$ cat src/pkg/scs_defs.vh
// Constants for the system clock select block
// Function
// - Four sources: three main-input kinds, on-chip oscillator
// - Only mode and oscillator registers pick clock
// - On-chip source, divided by 8/4/2/1
// - Main input source, divided by 8/4/2/1
// - Divider code zero passes source undivided
// - Instruction clock is system clock divided by three
// - One instruction clock equals one machine cycle
// - After reset run on-chip source divided by eight
`ifndef SCS_DEFS_VH
`define SCS_DEFS_VH
`define SCS_ADDR_MODE 4'h0
`define SCS_ADDR_OSC 4'h4
`define SCS_ADDR_STAT 4'h8
`define SCS_ADDR_MCYC 4'hc
`define SCS_MODE_SRC 0
`define SCS_MODE_M1 1
`define SCS_MODE_DIVLO 2
`define SCS_MODE_DIVHI 3
`define SCS_OSC_CTRL0 0
`define SCS_OSC_KIND_LO 1
`define SCS_OSC_KIND_HI 2
`define SCS_MODE_RST 4'hd
`define SCS_OSC_RST 3'h0
`define SCS_KIND_CERAMIC 2'h0
`define SCS_KIND_RC 2'h1
`define SCS_KIND_EXT 2'h2
`define SCS_SRC_MAIN 1'b0
`define SCS_SRC_RING 1'b1
`define SCS_INSTR_DIV 3
`define SCS_INSTR_LAST 2'h2
`endif

$ cat src/design/scs_tick_div.v
// Divide a stream of enable pulses by a run-time ratio
`timescale 1ns/10ps
`default_nettype none
module scs_tick_div #(
  parameter CW = 3
) (
  input wire clk_sys,
  input wire rst_n,
  input wire clear,
  input wire tick_in,
  input wire [CW-1:0] last,
  output reg tick_out
);
  reg [CW-1:0] cnt_r;

  always @(posedge clk_sys or negedge rst_n) begin
    if (!rst_n) begin
      cnt_r <= {CW{1'b0}};
      tick_out <= 1'b0;
    end else if (clear) begin
      cnt_r <= {CW{1'b0}};
      tick_out <= 1'b0;
    end else if (tick_in) begin
      if (cnt_r >= last) begin
        cnt_r <= {CW{1'b0}};
        tick_out <= 1'b1;
      end else begin
        cnt_r <= cnt_r + {{(CW-1){1'b0}}, 1'b1};
        tick_out <= 1'b0;
      end
    end else begin
      tick_out <= 1'b0;
    end
  end
endmodule // scs_tick_div
`default_nettype wire

$ cat src/design/scs_clock_select.v
// System clock source select, divider and instruction clock
`timescale 1ns/10ps
`default_nettype none
`include "scs_defs.vh"
module scs_clock_select #(
  parameter MCW = 16
) (
  input wire clk_sys,
  input wire rst_n,
  input wire xin_in,
  input wire ring_in,
  input wire wb_cyc_i,
  input wire wb_stb_i,
  input wire wb_we_i,
  input wire [3:0] wb_adr_i,
  input wire [3:0] wb_sel_i,
  input wire [31:0] wb_dat_i,
  output reg [31:0] wb_dat_o,
  output reg wb_ack_o,
  output wire system_clk_tick,
  output wire instr_clk_tick,
  output reg system_clk_r,
  output reg src_ring_r
);
  reg xin_s1_r, xin_s2_r, xin_s3_r;
  reg ring_s1_r, ring_s2_r, ring_s3_r;
  reg [3:0] clock_mode_reg_r;
  reg [2:0] osc_ctrl_reg_r;
  reg [1:0] div_code_r;
  reg [MCW-1:0] mcyc_cnt_r;
  reg sw_clear_r;
  reg [2:0] div_last;
  reg src_tick;
  reg sel_valid;
  reg sel_ring;
  reg [31:0] rd_nxt;
  wire xin_rise;
  wire ring_rise;
  wire bus_req;
  wire wr_en;
  wire sel_change;

  // Pin synchronisers, third stage only for edge detection
  always @(posedge clk_sys or negedge rst_n) begin
    if (!rst_n) begin
      xin_s1_r <= 1'b0;
      xin_s2_r <= 1'b0;
      xin_s3_r <= 1'b0;
      ring_s1_r <= 1'b0;
      ring_s2_r <= 1'b0;
      ring_s3_r <= 1'b0;
    end else begin
      xin_s1_r <= xin_in;
      xin_s2_r <= xin_s1_r;
      xin_s3_r <= xin_s2_r;
      ring_s1_r <= ring_in;
      ring_s2_r <= ring_s1_r;
      ring_s3_r <= ring_s2_r;
    end
  end

  assign xin_rise = xin_s2_r & ~xin_s3_r;
  assign ring_rise = ring_s2_r & ~ring_s3_r;

  assign bus_req = wb_cyc_i & wb_stb_i & ~wb_ack_o;
  assign wr_en = bus_req & wb_we_i & wb_sel_i[0];

  always @(posedge clk_sys or negedge rst_n) begin
    if (!rst_n) begin
      clock_mode_reg_r <= `SCS_MODE_RST;
      osc_ctrl_reg_r <= `SCS_OSC_RST;
    end else if (wr_en) begin
      if (wb_adr_i == `SCS_ADDR_MODE) begin
        clock_mode_reg_r <= wb_dat_i[3:0];
      end
      if (wb_adr_i == `SCS_ADDR_OSC) begin
        osc_ctrl_reg_r <= wb_dat_i[2:0];
      end
    end
  end

  // Decode selection from the two registers
  always @* begin
    sel_valid = 1'b0;
    sel_ring = src_ring_r;
    // On-chip source, mode bit one ignored
    if (clock_mode_reg_r[`SCS_MODE_SRC] && !osc_ctrl_reg_r[`SCS_OSC_CTRL0]) begin
      sel_valid = 1'b1;
      sel_ring = `SCS_SRC_RING;
    end else if (!clock_mode_reg_r[`SCS_MODE_SRC] && !clock_mode_reg_r[`SCS_MODE_M1]) begin
      sel_valid = 1'b1;
      sel_ring = `SCS_SRC_MAIN;
    end
  end

  assign sel_change = sel_valid &&
    ((sel_ring != src_ring_r) ||
     (clock_mode_reg_r[`SCS_MODE_DIVHI:`SCS_MODE_DIVLO] != div_code_r));

  // Reset starts on-chip divided by eight
  always @(posedge clk_sys or negedge rst_n) begin
    if (!rst_n) begin
      src_ring_r <= `SCS_SRC_RING;
      div_code_r <= 2'h3;
      sw_clear_r <= 1'b0;
    end else begin
      sw_clear_r <= sel_change;
      if (sel_valid) begin
        src_ring_r <= sel_ring;
        div_code_r <= clock_mode_reg_r[`SCS_MODE_DIVHI:`SCS_MODE_DIVLO];
      end
    end
  end

  always @* begin
    src_tick = src_ring_r ? ring_rise : xin_rise;
    case (div_code_r)
      2'h3: div_last = 3'h7;
      2'h2: div_last = 3'h3;
      2'h1: div_last = 3'h1;
      2'h0: div_last = 3'h0;
      default: div_last = 3'h7;
    endcase
  end

  scs_tick_div #(
    .CW(3)
  ) u_sys_div (
    .clk_sys(clk_sys),
    .rst_n(rst_n),
    .clear(sw_clear_r),
    .tick_in(src_tick),
    .last(div_last),
    .tick_out(system_clk_tick)
  );

  scs_tick_div #(
    .CW(2)
  ) u_instr_div (
    .clk_sys(clk_sys),
    .rst_n(rst_n),
    .clear(sw_clear_r),
    .tick_in(system_clk_tick),
    .last(`SCS_INSTR_LAST),
    .tick_out(instr_clk_tick)
  );

  // Square-wave system clock and machine cycle count
  always @(posedge clk_sys or negedge rst_n) begin
    if (!rst_n) begin
      system_clk_r <= 1'b0;
      mcyc_cnt_r <= {MCW{1'b0}};
    end else begin
      if (system_clk_tick) begin
        system_clk_r <= ~system_clk_r;
      end
      if (instr_clk_tick) begin
        mcyc_cnt_r <= mcyc_cnt_r + {{(MCW-1){1'b0}}, 1'b1};
      end
    end
  end

  // Read mux, unmapped reads zero
  always @* begin
    rd_nxt = 32'h0;
    case (wb_adr_i)
      `SCS_ADDR_MODE: rd_nxt[3:0] = clock_mode_reg_r;
      `SCS_ADDR_OSC: rd_nxt[2:0] = osc_ctrl_reg_r;
      `SCS_ADDR_STAT: rd_nxt[3:0] = {div_code_r, sel_valid, src_ring_r};
      `SCS_ADDR_MCYC: rd_nxt[MCW-1:0] = mcyc_cnt_r;
      default: rd_nxt = 32'h0;
    endcase
  end

  // Wishbone answer one cycle after request
  always @(posedge clk_sys or negedge rst_n) begin
    if (!rst_n) begin
      wb_ack_o <= 1'b0;
      wb_dat_o <= 32'h0;
    end else begin
      wb_ack_o <= bus_req;
      if (bus_req && !wb_we_i) begin
        wb_dat_o <= rd_nxt;
      end
    end
  end
endmodule // scs_clock_select
`default_nettype wire

$ cat config.mk
export PLATFORM = sky130hd
export DESIGN_NAME = scs_clock_select
export DESIGN_NICKNAME = d
export VERILOG_FILES = /design/src/design/scs_tick_div.v /design/src/design/scs_clock_select.v
export VERILOG_INCLUDE_DIRS = /design/src /design/src/pkg
export SDC_FILE = /design/constraint.sdc
export NUM_CORES = 1
export LEC_CHECK = 0
export ABC_AREA = 1
export BUFFER_PORTS_ARGS = -buffer_cell sky130_fd_sc_hd__clkbuf_2
export CORE_ASPECT_RATIO = 1.1
export CORE_UTILIZATION = 50
export DETAILED_ROUTE_END_ITERATION = 16
export GPL_ROUTABILITY_DRIVEN = 0
export PLACE_DENSITY = 0.79
export SYNTH_ARGS = -nofsm -noshare
export SYNTH_HDL_FRONTEND = slang
export SYNTH_SLANG_ARGS = --single-unit
$ cat constraint.sdc
create_clock -name clk_sys -period 2 [get_ports clk_sys]
set_clock_uncertainty 0.2 [all_clocks]
set_input_delay 0.1 -clock clk_sys [delete_from_list [all_inputs] [get_ports clk_sys]]
set_output_delay 0.1 -clock clk_sys [all_outputs]
set_load 0.005 [all_outputs]
==> summary.txt, run 1 <==
Timing
  • Worst-margin pin slew: between 0.5 and 0.6 ns
  • WHS: around 0.047 ns
  • F_max: between 500 and 600 MHz
  • Setup tns final: 0 ns
  • Final Slew Violations: 0
  • Endpoints failing setup: 0
  • Final Hold Vio Count: 0
  • Final period utilization: approximately 90%
  • Relative slew slack: between 60% and 70%
  • RSZ-0062 raised after global routing: false
  • Min Clock Period, post-route: 1.80 ns

GRT
  • Vias in the first global route: between 2000 and 2500
  • Largest net degree at the start of global routing: 39
  • GRT Util Overall: between 20% and 30%
  • Initial antenna violation count: 0
  • GR Overflow Total: 0
  • Global-route wire length before repair: 8550 um

Worst setup path
  • Crit Path Category: flop to flop
  • Critical Path RT: roughly 2.0 ns
  • Element type at the critical path start: flop
  • Crit path max fanout: 4
  • Crit path DAT: around 1.8 ns
  • FF-to-FF setup slack: roughly 0.20 ns
  • Crit. End Element: flop

Clock network
  • Sinks on Clock Net: slightly below 60
  • CTS tree: yes
  • Max clock buf depth: 2
  • H-tree levels: 3
  • Post_cts resized: 0
  • CTS Root Cell: clkbuf_8
  • Inserted Clock Buffers: 9
  • Reg clk slew, reported paths: approximately 0.06 ns
  • Worst skew pair latency: between 0.3 and 0.4 ns

Die
  • Boundary Pins: 84
  • Die ar.: between 0.005 and 0.006 sq mm
  • Die H: ~80 um
  • Starting density of the core: about 52%
  • Die width: approximately 73 um
  • Core region area: 0.00536 sq mm
  • Std cell rows: 28

Drt
  • DRC violations left: 0
  • Antenna-violating nets left: 0
  • Wire per inst: between 10 and 15 um
  • DR iter-0 viols: approximately 160
  • Via/cell ratio: 4.75
  • DR vias: 2074
  • DRT Pass-1 Iters: 5
  • Post-Route WL: between 4000 and 5000 um

Synthesis
  • Most area-consuming cells after synthesis: dfrtp_1 (47%), nand2_1 (10%), dfstp_2 (5.7%), inv_1 (5.6%), xor2_1 (4.7%)
  • Synth unique cells: 28
  • Area share of fa/ha/maj cells after synthesis: around 2.3%
  • Register area share after synthesis: a little over half
  • Post-synthesis cell count: just over 300
  • Largest family of logic cells by synthesized area: simple AND/OR/NAND/NOR gates
  • Synth warnings: 0
  • Top-area cell type share of the netlist area: a little under half
  • Cell Area, Synth: 0.00277 sq mm
  • Most area-hungry cell type in the Yosys netlist: dfrtp_1
  • Post-synthesis mux area share: less than 1%
  • Synth Area in XOR/XNOR: under 10%
  • Synth Area per Inst: about 9 sq um
  • Compound-Gate Fraction of Synth Area: 8.14%
  • Yosys reg bits: 58
  • Post-synthesis simple-gate area fraction: about a fifth

Cells and area
  • Ratio of cells with drive above 1 in the final layout: around 22%
  • Core Util, Final: around three fifths
  • P&R area growth vs syn: 19.1%
  • ANT cells: 0
  • Finished Layout Cells: around 440
  • Commonest non-fill, non-tap cell in the layout: nand2_1
  • Most frequent cells in the layout: nand2_1 (75), dfrtp_1 (52), inv_1 (41), clkbuf_2 (36), o21ai_0 (23)
  • Final layout net count: 410

Power and ir drop
  • LEAKAGE: between 1.5 and 2 nW
  • Worst VDD drop: about 610 uV
  • Cell Pwr Density: roughly 840 mW/mm^2

Worst hold path
  • Hold crit path type: input pin to flop

Place
  • Placed insts: approximately 410
  • Port bufs: 36
  • Post-DP HPWL: ~3500 um

Run status
  • Outcome: finished clean

Job
  • MaxCap Viol Count: 0
-- cells by family after synthesis --
logic type / after synthesis
fa+ha+maj: 5
compound gates: 37
buf+inv: 60
simple gates: 124
flops: 58
xor+xnor: 16
other cells: 1
mux: 1
-- worst max-delay path, stage by stage (launching register included) --
cell     delay, ns
dfstp_2       0.57
nand2_1       0.07
ha_1          0.29
nand2_1       0.05
o21ai_0       0.28
nor2_1        0.10
nand3_1       0.08
nand2_1       0.05
-- state kept, by name, indices dropped and copies added (netlist names), 2 cells and up --
signal	cells
wb_dat_o	16
u_instr_div.cnt_r	2
div_code_r	2
u_sys_div.cnt_r	3
mcyc_cnt_r	16
clock_mode_reg_r	4
osc_ctrl_reg_r	3
-- worst paths after layout --
check / cells past startpoint / end / from
max in group asynchronous: 3 / wb_dat_o[4]$_DFFE_PN0P_ / rst_n
worst max-delay path: 7 / u_sys_div.cnt_r[0]$_DFFE_PN0P_ / div_code_r[0]$_DFFE_PN1N_
worst min-delay path: 5 / osc_ctrl_reg_r[0]$_DFFE_PN0P_ / wb_sel_i[0]
worst max register to register: 7 / u_sys_div.cnt_r[0]$_DFFE_PN0P_ / div_code_r[0]$_DFFE_PN1N_
min in group asynchronous: 3 / mcyc_cnt_r[6]$_DFFE_PN0P_ / rst_n
worst min register to register: 0 / ring_s2_r$_DFF_PN0_ / ring_s1_r$_DFF_PN0_
-- report_power, final --
part	switching [mW]	internal (mW)
Clock	0.426	0.668
Combinational	0.185	0.135
Sequential	0.0759	1.26
Total	0.687	2.07
-- layout make-up --
cell class	count	area, sq um
sequential	58	1460
clock buffer	13	169
clock inverter	2	35.0
inverter	41	154
timing repair buffer	49	315
multi-input combinational	199	1070
fill	469	2060
tap	75	93.8
-- per-stage QoR --
step	total power [mW]	area (sq um)	worst slack [ns]
detailed placement	1.67	2990	0.202
CTS	2.79	3300	0.189
floorplan	1.56	2820	0.344
finish	2.76	3300	0.197
global route	2.90	3300	0.0828
global placement	1.65	2990	0.236
-- metal layers --
layer | global-route usage, % | wire length [um]
met1 | 24.8 | 2240
met2 | 31.3 | 2320
met3 | 6.06 | 263
met4 | 10.6 | 110
met5 | 0 | 0
-- what timing repair did --
action / in CTS / in global routing
endpoints found under the hold margin: 62 / 0
setup buffers: 0 / 0
hold buffers: 10 / 0
-- Yosys cell counts --
library cell	n
o21ai_2	10
nor3_1	3
nand3_1	8
inv_1	41
nand3b_1	2
buf_6	1
xor2_1	15
nand4_1	13
ha_1	5
clkbuf_1	1
mux2_2	1
o21ai_0	23
nand2_2	1
conb_1	1
nand2_1	75
xnor2_1	1
dfrtp_1	52
a21oi_1	3
buf_2	1
or2_4	1
nor2_4	3
nor3_4	1
nor2_1	15
nor2_2	1
dfstp_2	6
nand3_2	1
o21a_1	1
buf_4	16
Power figures use the tool's default switching activity.
==> run 2: changes to the inputs <==
- REMOVE_ABC_BUFFERS: default -> 1
==> run 2 against run 1 <==
  * Worst hold slack got worse by 0.0031 ns
  * Clock power shrank 16%
  * Count of clock-buffer cells in the layout is 1 lower
  * Final area down 1.7%
  * Sequential share of layout area rose by 0.77 points
  * First-iteration DRC count decreased by 17%
  * Power fell by 5.7%
  * Cell count is 0.23% lower
  * Wire length up 3.6%
  * Worst setup slack improved by 0.045 ns
  * Critical path type unchanged
  * Critical endpoint unchanged
==> summary.txt, run 2 (synthesized netlist as in run 1, its figures left out) <==
Clock network
  • Reg clk slew, reported paths: 0.07 ns
  • CTS Root Cell: clkbuf_8
  • Inserted Clock Buffers: 9
  • H-tree levels: 3
  • Max clock buf depth: 2
  • Setup Buffers After CTS: 0
  • CTS tree: yes
  • Worst skew pair latency: between 0.3 and 0.4 ns
  • Sinks on Clock Net: 58

Place
  • Post-DP HPWL: around 3500 um
  • Port bufs: 36
  • Area after DPL: 0.00298 sq mm

GRT
  • Vias in the first global route: between 2000 and 2500
  • Largest net degree at the start of global routing: 59
  • GR Overflow Total: 0
  • Initial antenna violation count: 0
  • Global-route wire length before repair: slightly below 9000 um
  • GRT Util Overall: 20.3%

Cells and area
  • Final instance area: 0.00324 sq mm
  • Commonest non-fill, non-tap cell in the layout: nand2_1
  • Final layout net count: ~400
  • ANT cells: 0
  • Ratio of cells with drive above 1 in the final layout: around a fifth
  • Top Registers: mcyc_cnt_r (16), wb_dat_o (16), clock_mode_reg_r (4)
  • Most frequent cells in the layout: nand2_1 (75), dfrtp_1 (52), inv_1 (41), clkbuf_2 (36), o21ai_0 (22)
  • P&R area growth vs syn: 17.1%

Drt
  • Met1 WL: ~2400 um
  • Via/cell ratio: roughly 4.7
  • Post-Route WL: about 5000 um
  • Wire per inst: around 12 um
  • DRT Pass-1 Iters: 4
  • DR vias: 2044
  • Routed wire length on met2: about 2500 um
  • Antenna-violating nets left: 0
  • DRC violations left: 0
  • DR WL met3: 175 um
  • Highest routed layer: met4
  • DR iter-0 viols: roughly 130

Power and ir drop
  • Sw frac: 27.8%
  • LEAKAGE: 1.72 nW
  • Worst VDD drop: between 500 and 600 uV
  • Clock network power share: ~35%
  • Combinational power share: roughly an eighth
  • Internal power: 1.88 mW
  • Reg power frac: 51.7%
  • Cell Pwr Density: 802 mW/mm^2
  • Switching pwr: slightly above 0.7 mW

Worst hold path
  • Hold crit path type: input pin to flop

Die
  • Core region area: ~0.0054 sq mm
  • Std cell rows: 28
  • Starting density of the core: about half
  • Die H: roughly 80 um
  • Boundary Pins: 84
  • Die ar.: ~0.006 sq mm
  • Die width: 72.9 um

Timing
  • Endpoints failing setup: 0
  • F_max: between 500 and 600 MHz
  • RSZ-0062 raised after global routing: false
  • Final Hold Vio Count: 0
  • Worst-margin pin slew: around 0.52 ns
  • Final Slew Violations: 0
  • Final period utilization: 87.9%
  • WHS: about 0.044 ns
  • Relative slew slack: 64.7%
  • Setup tns final: 0 ns
  • Min Clock Period, post-route: 1.76 ns

Worst setup path
  • Crit. End Element: flop
  • Element type at the critical path start: flop
  • Critical Path RT: between 2 and 2.5 ns
  • Crit path DAT: ~1.8 ns
  • Crit path max fanout: 4
  • Crit Path Category: flop to flop

Job
  • MaxCap Viol Count: 0

Run status
  • Outcome: finished clean
-- run 2: cell types whose count changed in the layout (fill, tap and decap cells not counted) --
cell and change:
buf_4 -1, o21ai_1 +1, clkbuf_8 -2, bufinv_16 -1, dlygate4sd3_1 -1, clkinv_2 +3, clkbuf_1 +1, o21ai_0 -1
-- run 2: path summary, 6_finish.rpt --
path / start / to / slack [ns] / cells after the start
setup / recovery: div_code_r[0]$_DFFE_PN1N_ / u_sys_div.cnt_r[0]$_DFFE_PN0P_ / 0.24 / 7
hold reg to reg: xin_s1_r$_DFF_PN0_ / xin_s2_r$_DFF_PN0_ / 0.15 / 0
min in group asynchronous: rst_n / mcyc_cnt_r[6]$_DFFE_PN0P_ / 0.11 / 3
hold / removal: wb_sel_i[0] / clock_mode_reg_r[3]$_DFFE_PN1P_ / 0.04 / 5
max in group asynchronous: rst_n / src_ring_r$_DFFE_PN1N_ / 1.19 / 3
setup reg to reg: div_code_r[0]$_DFFE_PN1N_ / u_sys_div.cnt_r[0]$_DFFE_PN0P_ / 0.24 / 7
-- run 2: power by group through the flow --
stage / registers, mW / logic [mW] / clock network, mW
floorplan: 1.34 / 0.195 / 0
global placement: 1.36 / 0.290 / 0
detailed placement: 1.36 / 0.320 / 0
CTS: 1.34 / 0.335 / 0.943
global route: 1.36 / 0.391 / 0.997
finish: 1.34 / 0.336 / 0.919
-- run 2: stage by stage --
stage / utilization [%] / total power, mW / std cells / setup slack [ns]
detailed placement: 55.7 / 1.68 / 411 / 0.139
global placement: 55.7 / 1.65 / 411 / 0.249
CTS: 60.4 / 2.62 / 436 / 0.132
floorplan: - / 1.54 / 298 / 0.344
finish: 60.4 / 2.60 / 436 / 0.242
global route: 60.4 / 2.74 / 436 / 0.0797
-- run 2: metal layers --
| layer | vias up | track usage [%] |
|---|---|---|
| met5 | - | 0 |
| met4 | 0 | 9.22 |
| met1 | 953 | 24.8 |
| met2 | 55 | 32.8 |
| met3 | 7 | 6.06 |
| li1 | 1029 | - |
-- run 2: area by class of cell --
cell class,instances,area [sq um]
clock buffers,12,145
clock inverters,4,20.0
fillers,456,2120
inverters,41,154
multi-input cells,199,1070
flip-flops and latches,58,1460
well taps,75,93.8
repair buffers,47,298
-- run 2: timing repair --
| item | in CTS | in global routing |
|---|---|---|
| resized for setup | 0 | 1 |
| setup endpoints to repair | 0 | 1 |
| hold endpoints to repair | 68 | 0 |
| hold buffers | 9 | 0 |
-- run 2: critical path: stages (launching register included) --
cell and delay, ns:
dfstp_2 0.57, nand2_1 0.07, ha_1 0.29, nand2_1 0.06
o21ai_1 0.24, nor2_1 0.10, nand3_1 0.07, nand2_1 0.05
